**src/logic/spsa_pkg.sv**
```systemverilog
// constants and types shared by the serial port block
package spsa_pkg;
  localparam int          ADDR_W          = 8;
  localparam logic [7:0]  ADDR_CTRL       = 8'h00;
  localparam logic [7:0]  ADDR_BUF        = 8'h04;
  localparam logic [1:0]  RESP_OKAY       = 2'h0;
  localparam logic [1:0]  RESP_SLVERR     = 2'h2;
  // serial_control field positions
  localparam int          CTL_TXF         = 0;
  localparam int          CTL_RXF         = 1;
  localparam int          CTL_RXB         = 2;
  localparam int          CTL_REN         = 4;
  localparam int          CTL_SPD         = 5;
  localparam int          CTL_MSL         = 6;
  localparam int          CTL_MSH         = 7;
  localparam int          CTL_DBL         = 8;
  localparam logic [1:0]  MODE_SYNC       = 2'h0;
  localparam logic [1:0]  MODE_ASYNC      = 2'h1;
  // machine cycle: 12 clocks, state six phase two is the last
  localparam logic [3:0]  PH_LAST         = 4'hB;
  localparam logic [3:0]  PH_SIX_TWO      = 4'hB;
  // synchronous mode timing in clock periods
  localparam logic [3:0]  M0_SETUP_FAST   = 4'h1;
  localparam logic [3:0]  M0_LOW_FAST     = 4'h2;
  localparam logic [3:0]  M0_PER_FAST     = 4'h4;
  localparam logic [3:0]  M0_SETUP_SLOW   = 4'h3;
  localparam logic [3:0]  M0_LOW_SLOW     = 4'h6;
  localparam logic [3:0]  M0_PER_SLOW     = 4'hC;
  localparam logic [3:0]  FRAME_BITS      = 4'h8;
  // asynchronous mode
  localparam logic [3:0]  DIV16_TOP       = 4'hF;
  localparam logic [3:0]  TX_LAST_STEP    = 4'h9;
  localparam logic [3:0]  RX_LAST_BIT     = 4'h9;
  localparam logic [3:0]  VOTE_A          = 4'h7;
  localparam logic [3:0]  VOTE_B          = 4'h8;
  localparam logic [3:0]  VOTE_C          = 4'h9;
  localparam logic        LINE_IDLE       = 1'b1;
  typedef enum {M0_IDLE, M0_TX, M0_RX, M0_DONE} spsa_m0_t;
endpackage : spsa_pkg

```
**src/logic/spsa_top.sv**
```systemverilog
// serial port with synchronous shift and 10-bit asynchronous modes
// How it works
// - buffer write loads transmit, read gives receive
// - sync mode: data on rxd, clock on txd
// - sync frame eight bits, lsb first
// - speed bit picks shift rate, zero is /12
// - fast: data 1 before fall, low 2
// - slow: data 3 before fall, low 6
// - sync: buffer write shifts out eight bits
// - sync transmit flag set at state_six_phase_two
// - sync receive starts when enabled, flag clear
// - sync receive flag set, reception then halts
// - async frame: start 0, eight data, stop 1
// - async rate is baud tick /16 or /32
// - async transmit steps on divide-16 rollovers
// - transmit flag at tenth rollover after write
// - receiver samples at sixteen times bit rate
// - falling edge resets receive divide-16 counter
// - bit is majority of samples 7,8,9
// - nonzero start bit aborts the frame
// - store stop, data, flag only when allowed
// - after stop middle, hunt for falling edge
//
// Register access over AXI4-Lite and the register addresses were chosen for this implementation.
`timescale 1ns/1ps
module spsa_top (
  input  wire logic                       CLK,
  input  wire logic                       RST_N,
  input  wire logic [spsa_pkg::ADDR_W-1:0] AWADDR,
  input  wire logic                       AWVALID,
  output logic                            AWREADY,
  input  wire logic [31:0]                WDATA,
  input  wire logic [3:0]                 WSTRB,
  input  wire logic                       WVALID,
  output logic                            WREADY,
  output logic [1:0]                      BRESP,
  output logic                            BVALID,
  input  wire logic                       BREADY,
  input  wire logic [spsa_pkg::ADDR_W-1:0] ARADDR,
  input  wire logic                       ARVALID,
  output logic                            ARREADY,
  output logic [31:0]                     RDATA,
  output logic [1:0]                      RRESP,
  output logic                            RVALID,
  input  wire logic                       RREADY,
  input  wire logic                       BAUD_TICK,
  input  wire logic                       RXD_I,
  output logic                            RXD_O,
  output logic                            RXD_OE,
  output logic                            TXD_O
);
  import spsa_pkg::*;

  function automatic logic hit(input logic [ADDR_W-1:0] a,
                               input logic [ADDR_W-1:0] off);
    return a == off;
  endfunction : hit

  function automatic logic maj3(input logic a, input logic b,
                                input logic c);
    return (a & b) | (a & c) | (b & c);
  endfunction : maj3

  logic              aw_hold_r, w_hold_r, bvalid_r, rvalid_r;
  logic [ADDR_W-1:0] awaddr_r;
  logic [31:0]       wdata_r, rdata_r, ctrl_val;
  logic [3:0]        wstrb_r;
  logic [1:0]        bresp_r, rresp_r;
  logic              wr_go, wr_ctrl, wr_buf;
  logic              ren_r, spd_r, msl_r, msh_r, dbl_r;
  logic              txf_r, rxf_r, rxb_r;
  logic [7:0]        rx_buf_r;
  logic              mode_sync, mode_async;
  logic              rxd_s1_r, rxd_s2_r;
  logic [3:0]        ph_r;
  logic              ph_six_two;
  spsa_m0_t          m0_st_r;
  logic [3:0]        m0_cnt_r, m0_bit_r, m0_per, m0_set, m0_low;
  logic [7:0]        m0_sh_r;
  logic              m0_clk_r, m0_dat_r, m0_oe_r, m0_tx_r;
  logic              m0_last, m0_rise, m0_done_ev;
  logic              half_r, s16_tick, roll;
  logic [3:0]        tc_r;
  logic              t1_act_r, t1_due_r, t1_line_r, t1_done_ev;
  logic [3:0]        t1_step_r;
  logic [7:0]        t1_sh_r;
  logic              r1_busy_r, r1_prev_r, v1_r, v2_r, vote, fall;
  logic [3:0]        rc_r, rb_r;
  logic [7:0]        r1_sh_r;
  logic              r1_store_ev, txf_set, rxf_set;

  // bus slave: address and data are caught in either order
  assign AWREADY = !aw_hold_r;
  assign WREADY  = !w_hold_r;
  assign BVALID  = bvalid_r;
  assign BRESP   = bresp_r;
  assign ARREADY = !rvalid_r;
  assign RVALID  = rvalid_r;
  assign RDATA   = rdata_r;
  assign RRESP   = rresp_r;
  assign wr_go   = aw_hold_r && w_hold_r && !bvalid_r;
  assign wr_ctrl = wr_go && hit(awaddr_r, ADDR_CTRL);
  assign wr_buf  = wr_go && hit(awaddr_r, ADDR_BUF) && wstrb_r[0];

  always_ff @(posedge CLK or negedge RST_N) begin
    if (!RST_N) begin
      aw_hold_r <= 1'b0;
      w_hold_r  <= 1'b0;
      awaddr_r  <= '0;
      wdata_r   <= '0;
      wstrb_r   <= '0;
      bvalid_r  <= 1'b0;
      bresp_r   <= RESP_OKAY;
    end else begin
      if (AWVALID && !aw_hold_r) begin
        aw_hold_r <= 1'b1;
        awaddr_r  <= AWADDR;
      end
      if (WVALID && !w_hold_r) begin
        w_hold_r <= 1'b1;
        wdata_r  <= WDATA;
        wstrb_r  <= WSTRB;
      end
      if (wr_go) begin
        aw_hold_r <= 1'b0;
        w_hold_r  <= 1'b0;
        bvalid_r  <= 1'b1;
        bresp_r   <= (hit(awaddr_r, ADDR_CTRL) || hit(awaddr_r, ADDR_BUF))
                     ? RESP_OKAY : RESP_SLVERR;
      end else if (bvalid_r && BREADY) begin
        bvalid_r <= 1'b0;
      end
    end
  end

  always_comb begin
    ctrl_val          = '0;
    ctrl_val[CTL_TXF] = txf_r;
    ctrl_val[CTL_RXF] = rxf_r;
    ctrl_val[CTL_RXB] = rxb_r;
    ctrl_val[CTL_REN] = ren_r;
    ctrl_val[CTL_SPD] = spd_r;
    ctrl_val[CTL_MSL] = msl_r;
    ctrl_val[CTL_MSH] = msh_r;
    ctrl_val[CTL_DBL] = dbl_r;
  end

  always_ff @(posedge CLK or negedge RST_N) begin
    if (!RST_N) begin
      rvalid_r <= 1'b0;
      rdata_r  <= '0;
      rresp_r  <= RESP_OKAY;
    end else if (ARVALID && !rvalid_r) begin
      rvalid_r <= 1'b1;
      rresp_r  <= RESP_OKAY;
      if (hit(ARADDR, ADDR_CTRL)) begin
        rdata_r <= ctrl_val;
      end else if (hit(ARADDR, ADDR_BUF)) begin
        rdata_r <= {24'h000000, rx_buf_r};
      end else begin
        rdata_r <= '0;
        rresp_r <= RESP_SLVERR;
      end
    end else if (rvalid_r && RREADY) begin
      rvalid_r <= 1'b0;
    end
  end

  // configuration bits of serial_control
  always_ff @(posedge CLK or negedge RST_N) begin
    if (!RST_N) begin
      ren_r <= 1'b0;
      spd_r <= 1'b0;
      msl_r <= 1'b0;
      msh_r <= 1'b0;
      dbl_r <= 1'b0;
    end else begin
      if (wr_ctrl && wstrb_r[0]) begin
        ren_r <= wdata_r[CTL_REN];
        spd_r <= wdata_r[CTL_SPD];
        msl_r <= wdata_r[CTL_MSL];
        msh_r <= wdata_r[CTL_MSH];
      end
      if (wr_ctrl && wstrb_r[1]) begin
        dbl_r <= wdata_r[CTL_DBL];
      end
    end
  end

  assign mode_sync  = {msh_r, msl_r} == MODE_SYNC;
  assign mode_async = {msh_r, msl_r} == MODE_ASYNC;

  always_ff @(posedge CLK or negedge RST_N) begin
    if (!RST_N) begin
      rxd_s1_r <= LINE_IDLE;
      rxd_s2_r <= LINE_IDLE;
    end else begin
      rxd_s1_r <= RXD_I;
      rxd_s2_r <= rxd_s1_r;
    end
  end

  // machine cycle phase counter
  always_ff @(posedge CLK or negedge RST_N) begin
    if (!RST_N) begin
      ph_r <= '0;
    end else begin
      ph_r <= (ph_r == PH_LAST) ? 4'h0 : ph_r + 4'h1;
    end
  end
  assign ph_six_two = ph_r == PH_SIX_TWO;

  // synchronous shift mode
  assign m0_per  = spd_r ? M0_PER_FAST   : M0_PER_SLOW;
  assign m0_set  = spd_r ? M0_SETUP_FAST : M0_SETUP_SLOW;
  assign m0_low  = spd_r ? M0_LOW_FAST   : M0_LOW_SLOW;
  assign m0_last = m0_cnt_r == m0_per - 4'h1;
  assign m0_rise = m0_cnt_r == m0_set + m0_low;
  assign m0_done_ev = mode_sync && (m0_st_r == M0_DONE) && ph_six_two;

  always_ff @(posedge CLK or negedge RST_N) begin
    if (!RST_N) begin
      m0_st_r  <= M0_IDLE;
      m0_cnt_r <= '0;
      m0_bit_r <= '0;
      m0_sh_r  <= '0;
      m0_clk_r <= 1'b1;
      m0_dat_r <= 1'b1;
      m0_oe_r  <= 1'b0;
      m0_tx_r  <= 1'b0;
    end else if (!mode_sync) begin
      m0_st_r  <= M0_IDLE;
      m0_clk_r <= 1'b1;
      m0_oe_r  <= 1'b0;
    end else begin
      case (m0_st_r)
        M0_IDLE: begin
          m0_clk_r <= 1'b1;
          m0_cnt_r <= m0_per - 4'h1;
          m0_bit_r <= '0;
          if (wr_buf) begin
            m0_st_r <= M0_TX;
            m0_sh_r <= wdata_r[7:0];
            m0_oe_r <= 1'b1;
            m0_tx_r <= 1'b1;
          end else if (ren_r && !rxf_r) begin
            m0_st_r <= M0_RX;
            m0_tx_r <= 1'b0;
          end
        end
        M0_TX, M0_RX: begin
          m0_cnt_r <= m0_last ? 4'h0 : m0_cnt_r + 4'h1;
          // clock low from setup to setup+low-1 of each bit period
          m0_clk_r <= !((m0_cnt_r >= m0_set - 4'h1) &&
                        (m0_cnt_r <= m0_set + m0_low - 4'h2));
          if (m0_st_r == M0_RX && m0_rise) begin
            m0_sh_r <= {rxd_s2_r, m0_sh_r[7:1]};
          end
          if (m0_last) begin
            if (m0_bit_r == FRAME_BITS) begin
              m0_st_r  <= M0_DONE;
              m0_clk_r <= 1'b1;
            end else begin
              m0_bit_r <= m0_bit_r + 4'h1;
              if (m0_st_r == M0_TX) begin
                m0_dat_r <= m0_sh_r[0];
                m0_sh_r  <= {1'b0, m0_sh_r[7:1]};
              end
            end
          end
        end
        M0_DONE: begin
          m0_clk_r <= 1'b1;
          if (ph_six_two) begin
            m0_st_r <= M0_IDLE;
            m0_oe_r <= 1'b0;
          end
        end
        default: m0_st_r <= M0_IDLE;
      endcase
    end
  end

  // baud tick divided by 2 unless doubled, then by 16
  always_ff @(posedge CLK or negedge RST_N) begin
    if (!RST_N) begin
      half_r <= 1'b0;
      tc_r   <= '0;
    end else begin
      if (BAUD_TICK) begin
        half_r <= !half_r;
      end
      if (s16_tick) begin
        tc_r <= tc_r + 4'h1;
      end
    end
  end
  assign s16_tick = BAUD_TICK && (dbl_r || half_r);
  assign roll     = s16_tick && (tc_r == DIV16_TOP);

  // asynchronous transmitter, stepped by rollovers at state_six_phase_two
  assign t1_done_ev = mode_async && t1_act_r && t1_due_r && ph_six_two &&
                      (t1_step_r == TX_LAST_STEP);

  always_ff @(posedge CLK or negedge RST_N) begin
    if (!RST_N) begin
      t1_act_r  <= 1'b0;
      t1_due_r  <= 1'b0;
      t1_step_r <= '0;
      t1_sh_r   <= '0;
      t1_line_r <= LINE_IDLE;
    end else if (!mode_async) begin
      t1_act_r  <= 1'b0;
      t1_due_r  <= 1'b0;
      t1_line_r <= LINE_IDLE;
    end else if (wr_buf) begin
      t1_act_r  <= 1'b1;
      t1_due_r  <= 1'b0;
      t1_step_r <= '0;
      t1_sh_r   <= wdata_r[7:0];
    end else if (t1_act_r) begin
      if (t1_due_r && ph_six_two) begin
        t1_due_r  <= 1'b0;
        t1_step_r <= t1_step_r + 4'h1;
        if (t1_step_r == 4'h0) begin
          t1_line_r <= 1'b0;
        end else if (t1_step_r == TX_LAST_STEP) begin
          t1_line_r <= 1'b1;
          t1_act_r  <= 1'b0;
        end else begin
          t1_line_r <= t1_sh_r[0];
          t1_sh_r   <= {1'b0, t1_sh_r[7:1]};
        end
      end
      if (roll) begin
        t1_due_r <= 1'b1;
      end
    end
  end

  // asynchronous receiver
  assign fall = s16_tick && r1_prev_r && !rxd_s2_r;
  assign vote = maj3(v1_r, v2_r, rxd_s2_r);
  assign r1_store_ev = mode_async && ren_r && r1_busy_r && s16_tick &&
                       (rc_r == VOTE_C) && (rb_r == RX_LAST_BIT) &&
                       !rxf_r && (!spd_r || vote);

  always_ff @(posedge CLK or negedge RST_N) begin
    if (!RST_N) begin
      r1_prev_r <= LINE_IDLE;
    end else if (s16_tick) begin
      r1_prev_r <= rxd_s2_r;
    end
  end

  always_ff @(posedge CLK or negedge RST_N) begin
    if (!RST_N) begin
      r1_busy_r <= 1'b0;
      rc_r      <= '0;
      rb_r      <= '0;
      v1_r      <= 1'b1;
      v2_r      <= 1'b1;
      r1_sh_r   <= '0;
    end else if (!mode_async || !ren_r) begin
      r1_busy_r <= 1'b0;
    end else if (!r1_busy_r) begin
      if (fall) begin
        r1_busy_r <= 1'b1;
        rc_r      <= '0;
        rb_r      <= '0;
      end
    end else if (s16_tick) begin
      rc_r <= rc_r + 4'h1;
      if (rc_r == VOTE_A) begin
        v1_r <= rxd_s2_r;
      end
      if (rc_r == VOTE_B) begin
        v2_r <= rxd_s2_r;
      end
      if (rc_r == VOTE_C) begin
        rb_r <= rb_r + 4'h1;
        if (rb_r == 4'h0 && vote) begin
          r1_busy_r <= 1'b0;
        end else if (rb_r == RX_LAST_BIT) begin
          r1_busy_r <= 1'b0;
        end else if (rb_r != 4'h0) begin
          r1_sh_r <= {vote, r1_sh_r[7:1]};
        end
      end
    end
  end

  // done flags: hardware sets, only software clears, a set wins
  assign txf_set = (m0_done_ev && m0_tx_r) || t1_done_ev;
  assign rxf_set = (m0_done_ev && !m0_tx_r) || r1_store_ev;

  always_ff @(posedge CLK or negedge RST_N) begin
    if (!RST_N) begin
      txf_r    <= 1'b0;
      rxf_r    <= 1'b0;
      rxb_r    <= 1'b0;
      rx_buf_r <= '0;
    end else begin
      if (txf_set) begin
        txf_r <= 1'b1;
      end else if (wr_ctrl && wstrb_r[0]) begin
        txf_r <= wdata_r[CTL_TXF];
      end
      if (rxf_set) begin
        rxf_r <= 1'b1;
      end else if (wr_ctrl && wstrb_r[0]) begin
        rxf_r <= wdata_r[CTL_RXF];
      end
      if (r1_store_ev) begin
        rxb_r    <= vote;
        rx_buf_r <= r1_sh_r;
      end else if (m0_done_ev && !m0_tx_r) begin
        rx_buf_r <= m0_sh_r;
      end else if (wr_ctrl && wstrb_r[0]) begin
        rxb_r <= wdata_r[CTL_RXB];
      end
    end
  end

  assign TXD_O  = mode_sync ? m0_clk_r : t1_line_r;
  assign RXD_O  = m0_dat_r;
  assign RXD_OE = m0_oe_r && m0_tx_r;
endmodule : spsa_top

```
**config.mk**
```make
export PLATFORM = sky130hd
export DESIGN_NAME = spsa_top
export DESIGN_NICKNAME = d
export VERILOG_FILES = /design/src/logic/spsa_pkg.sv /design/src/logic/spsa_top.sv
export SDC_FILE = /design/constraint.sdc
export NUM_CORES = 1
export LEC_CHECK = 0
export ABC_AREA = 1
export ABC_CLOCK_PERIOD_IN_PS = 4500
export CAP_MARGIN = 20
export CORE_MARGIN = 3
export CORE_UTILIZATION = 47
export CTS_BUF_LIST = sky130_fd_sc_hd__clkbuf_8
export DETAILED_ROUTE_END_ITERATION = 16
export DONT_BUFFER_PORTS = 1
export PLACE_DENSITY = 0.73
export SYNTH_ARGS = -nofsm -noshare
export SYNTH_HDL_FRONTEND = slang
export SYNTH_SLANG_ARGS = --single-unit
```
**constraint.sdc**
```tcl
create_clock -name CLK -period 4.5 [get_ports CLK]
set_input_delay 0.675 -clock CLK [delete_from_list [all_inputs] [get_ports CLK]]
set_output_delay 0.675 -clock CLK [all_outputs]
set_load 0.01 [all_outputs]
```
; Word level (Yosys, flattened, before mapping)
; Index checks and enable logic that the tools add are counted.
[totals]
inputBits = 61
reg_bits = 173
out_inout_bits = 44
wordCells = 292
[classes]
eq_ne = 39
bitwise = 9
addsub = 11
n_lt_le_gt_ge = 2
n_reduce_logical = 94
n_mux = 93
[ops]
columns = cell, count
row1 = $mux W32, 6
row2 = $mux W8, 13
row3 = $eq A32 B2 Y1 const B, 3
row4 = $pmux W32 S3, 1
row5 = $eq A32 B3 Y1 const B, 2
row6 = $mux W4, 14
row7 = $mux W1, 48
row8 = $logic_and A1 B1 Y1, 37
row9 = $eq A32 B1 Y1 const B, 1
row10 = $logic_not A32 Y1, 1
row11 = $add A4 B1 Y4 const B, 7
row12 = $eq A4 B4 Y1 const B, 7
row13 = $reduce_bool A2 Y1, 13
row14 = $reduce_and A4 Y1, 5
row15 = $reduce_and A3 Y1, 6
row16 = $eq A8 B3 Y1 const B, 2
row17 = $logic_not A8 Y1, 2
row18 = $ne A2 B2 Y1 const B, 8
row19 = $pmux W4 S2, 2
row20 = $pmux W8 S2, 1
row21 = $logic_not A1 Y1, 12
row22 = $ne A3 B3 Y1 const B, 4
row23 = $reduce_and A5 Y1, 2
row24 = $mux W9, 1
row25 = 27 further kinds, 50

; Logic depth before layout (Yosys ltp)
[logic_depth]
depth_word = 10
depth_mapped = 12
depth_no_buf = 11

; Least setup slack after synthesis
; OpenSTA, ideal clock, no wires.
[synth_timing]
path_type = reg-to-reg
start = register m0_st_r[0]
end = register m0_sh_r[0]
slack_ns = 2.806
t_arrival_ns = 1.581
required_ns = 4.387
setup_ns = 0.113
path_buffers = 2
period_less_slack_ns = 1.694
stages_incl_launch_ff = 12
path_cell_list = dfrtp_1 -> inv_1 -> ha_1 -> buf_4 -> inv_2 -> nor2_2 -> nor2_1 -> a21oi_4 -> buf_6 -> nand3_1 -> nand2_1 -> inv_1
[synth_via]
elab_chain_len = 7
word_cells_on_any_way = 15
classes_between = eq/ne: 5 / mux: 5 / reduce/logical: 5
[synth_rtl]
columns = element, line
row1 = from (decl), spsa_top.sv:77  ; spsa_m0_t m0_st_r;
row2 = from (signal assigned), spsa_top.sv:223  ; m0_st_r <= M0_IDLE;
row3 = from (signal assigned), spsa_top.sv:232  ; m0_st_r <= M0_IDLE;
row4 = from (signal assigned), spsa_top.sv:242  ; m0_st_r <= M0_TX;
row5 = $eq A32 B3 Y1, spsa_top.sv:256  ; if (m0_st_r == M0_RX && m0_rise) begin
row6 = $logic_and A1 B1 Y1, spsa_top.sv:256
row7 = $mux W8, spsa_top.sv:256
row8 = $mux W8, spsa_top.sv:265  ; if (m0_st_r == M0_TX) begin
row9 = $mux W8, spsa_top.sv:260  ; if (m0_bit_r == FRAME_BITS) begin
row10 = $mux W8, spsa_top.sv:259  ; if (m0_last) begin
row11 = $pmux W8 S2, spsa_top.sv:236  ; case (m0_st_r)
row12 = to (signal assigned), spsa_top.sv:243  ; m0_sh_r <= wdata_r[7:0];
row13 = to (signal assigned), spsa_top.sv:257  ; m0_sh_r <= {rxd_s2_r, m0_sh_r[7:1]};
row14 = to (signal assigned), spsa_top.sv:267  ; m0_sh_r <= {1'b0, m0_sh_r[7:1]};
row15 = to (decl), spsa_top.sv:79  ; logic [7:0] m0_sh_r;
; Several ways; a longest one is shown, not always the timed one.
; A chain may end at the register's enable or synchronous reset.

; Final worst setup path
[layout_timing]
start = register m0_st_r[0]
end = register m0_sh_r[6]
; The elaborated chain is that of the path after synthesis.

==> results.sh <==
export IMPL_status="finished, final reports clean"
export IMPL_ctsHoldBuffers=1
export IMPL_synth_edf_count=0
export IMPL_irDropWorstVdd_mv=0.272
export IMPL_finalCritPeriodShare=0.571
export IMPL_dr_pass1_iters=7
export IMPL_maxCapViolations=0
export IMPL_ys_top_cells_by_count="nand2_1, dfrtp_1, inv_1, nand3_1, nor2_1"
export IMPL_cts_tree="done"
export IMPL_ctsResizeCount=0
export IMPL_num_rows=41
export IMPL_drcViolationCount=0
export IMPL_yosysMostFrequentCell="nand2_1"
export IMPL_gp_congestion=0.853
export IMPL_clk_latency_ns=0.45
export IMPL_io_pins=105
export IMPL_die_h_um=121
export IMPL_synth_top_cell_by_area="dfrtp_1"
export IMPL_crit_arrival_ns=2.91
export IMPL_numCtsBuffers=17
export IMPL_routed_wl_met2_mm=6.39
export IMPL_synth_warnings=0
export IMPL_placed_cells=886
export IMPL_drt_wl_total_mm=13.6
export IMPL_setup_viol=0
export IMPL_cts_setup_buffers=0
export IMPL_tightest_slew_ns=0.750
export IMPL_p_total_uw=3940
export IMPL_grt_pass1_vias=4720
export IMPL_ant_nets=0
export IMPL_dp_hpwl_mm=9.81
export IMPL_grt_pass1_wl_mm=22.6
export IMPL_dr_total_vias=4785
export IMPL_yosysTopAreaCellShare=0.440
export IMPL_cts_max_path_buffers=2
export IMPL_powerDensity_mw_per_mm2=584
export IMPL_ys_seq_area_frac=0.474
export IMPL_grtUsageTotal=0.197
export IMPL_period_needed_ns=2.57
export IMPL_drive_gt1_frac=0.131
export IMPL_synth_flop_cell="dfrtp_1"
export IMPL_whs_ns=0.0621
export IMPL_utilization=0.526
export IMPL_core_sq_mm=0.0128
export IMPL_syn_inst=728
export IMPL_route_met3_wl_um=721
export IMPL_grt_overflow=0
export IMPL_dieArea_sq_mm=0.0147
export IMPL_rsz0062_at_grt="no"
export IMPL_relSlewSlack=0.499
export IMPL_avgSynthCellArea_sq_um=8.58
export IMPL_crit_path_start_kind="flip-flop"
export IMPL_final_max_slew_viol_count=0
export IMPL_wl_per_cell_um=14.8
export IMPL_finClkSkew_ns=0.0122
export IMPL_critPathKind="reg2reg"
export IMPL_fmax_mhz=389
export IMPL_routed_via_density=5.21
export IMPL_synth_area_sq_mm=0.00625
export IMPL_async_reset_ff_frac=1.00
export IMPL_start_util=0.487
export IMPL_htreeDepth=4
export IMPL_ys_types=40
export IMPL_worstPathRequired_ns=4.84
export IMPL_io_buffer_count=0
export IMPL_drt_iter0_drc=483
export IMPL_die_x_um=121
export IMPL_grt_antenna_before_repair=0
export IMPL_hold_viol_final=0
export IMPL_synth_area_leaders="dfrtp_1, nand2_1, inv_1"
export IMPL_final_cells=919
export IMPL_syn_to_final_growth_pct=7.99
export IMPL_tns_ns=0
export IMPL_fin_nets=816
export IMPL_root_buffer="clkbuf_8"
export IMPL_crit_path_max_fanout=17
export IMPL_hold_path_class="in2async"
export IMPL_antenna_cells=0
export IMPL_cts_num_sinks=118
export IMPL_p_leak_uw=0.00333
export IMPL_clk_pin_slew_ns=0.07
export IMPL_grt_max_degree=111
export IMPL_top_layer_used="met4"
export IMPL_end_kind="flip-flop"
export IMPL_met1Wirelength_mm=6.15
export IMPL_synth_seq_cells=118
[layout by cell type (no fill, tap or decap), drive strengths merged, types with 21 or more instances in the layout]
master / count
o21ai: 46
nand2: 158
dfrtp: 110
clkbuf: 22
nor2: 65
conb: 25
ha: 21
a21oi: 46
nand3: 78
inv: 93
[per-stage QoR]
| stage | area [sq um] | worst slack (ns) |
|---|---|---|
| floorplan | 6340 | 2.81 |
| global placement | 6290 | 2.15 |
| detailed placement | 6290 | 2.00 |
| CTS | 6750 | 1.99 |
| global route | 6750 | 1.73 |
| finish | 6750 | 1.93 |
[power breakdown]
part	switching [uW]	total [uW]	internal, uW
logic	847	1310	459
clock network	424	1040	614
registers	239	1600	1360
[registers in the layout, indices dropped and copies added, names as in the netlist, 2 cells and up]
name	flops
m0_bit_r	4
m0_st_r	2
rb_r	4
rx_buf_r	8
r1_sh_r	8
RDATA	9
rc_r	4
wdata_r	9
wstrb_r	2
tc_r	4
t1_sh_r	8
ph_r	4
m0_sh_r	8
t1_step_r	4
m0_cnt_r	4
awaddr_r	8
[logic make-up (layout without fill, tap and decap cells)]
| logic type | after synthesis | after routing | share of synthesized area |
|---|---|---|---|
| other | 1 | 25 | 0.000600 |
| buffers and inverters | 130 | 125 | 0.0975 |
| DFF | 118 | 118 | 0.474 |
| muxes | 10 | 10 | 0.0180 |
| and+or+nand+nor | 326 | 326 | 0.253 |
| adders and majority gates | 21 | 21 | 0.0420 |
| xor gates and xnor gates | 10 | 10 | 0.0140 |
| AOI/OAI and AO/OA | 112 | 112 | 0.101 |
[metal layers]
| metal | global-route usage | vias up |
|---|---|---|
| met5 | 0 | - |
| met4 | 0.0728 | 0 |
| met3 | 0.0569 | 25 |
| met2 | 0.304 | 122 |
| met1 | 0.264 | 2293 |
| li1 | - | 2345 |
[final cells by class]
| class | instances | area, sq um |
|---|---|---|
| Timing Repair Buffer | 1 | 27.5 |
| Clock buffer | 22 | 303 |
| Fill cell | 1163 | 6080 |
| Clock inverter | 10 | 128 |
| Tap cell | 172 | 215 |
| Multi-Input combinational cell | 504 | 2770 |
| Inverter | 92 | 345 |
| Sequential cell | 118 | 2960 |
[worst max-delay path, cell delays in order (launching register included)]
cell	delay (ns)
dfrtp_1	0.41
inv_1	0.09
ha_1	0.67
inv_2	0.26
nor2_2	0.24
nor2_1	0.11
a21oi_4	0.37
nand3_1	0.16
nand2_1	0.11
inv_1	0.04
[path summary, 6_finish.rpt]
path                                 start          to  slack, ns  cells past startpoint
worst max-delay path            m0_st_r[0]  m0_sh_r[6]       1.93                      9
worst max register to register  m0_st_r[0]  m0_sh_r[6]       1.93                      9
min in group CLK                     RXD_I    rxd_s1_r       0.23                      0
worst min-delay path                 RST_N       RXD_O       0.06                      0
max in group asynchronous            RST_N  r1_sh_r[3]       3.91                      1
worst min register to register    rxd_s1_r    rxd_s2_r       0.35                      0
Note: power is estimated with default switching activity, not from simulation.
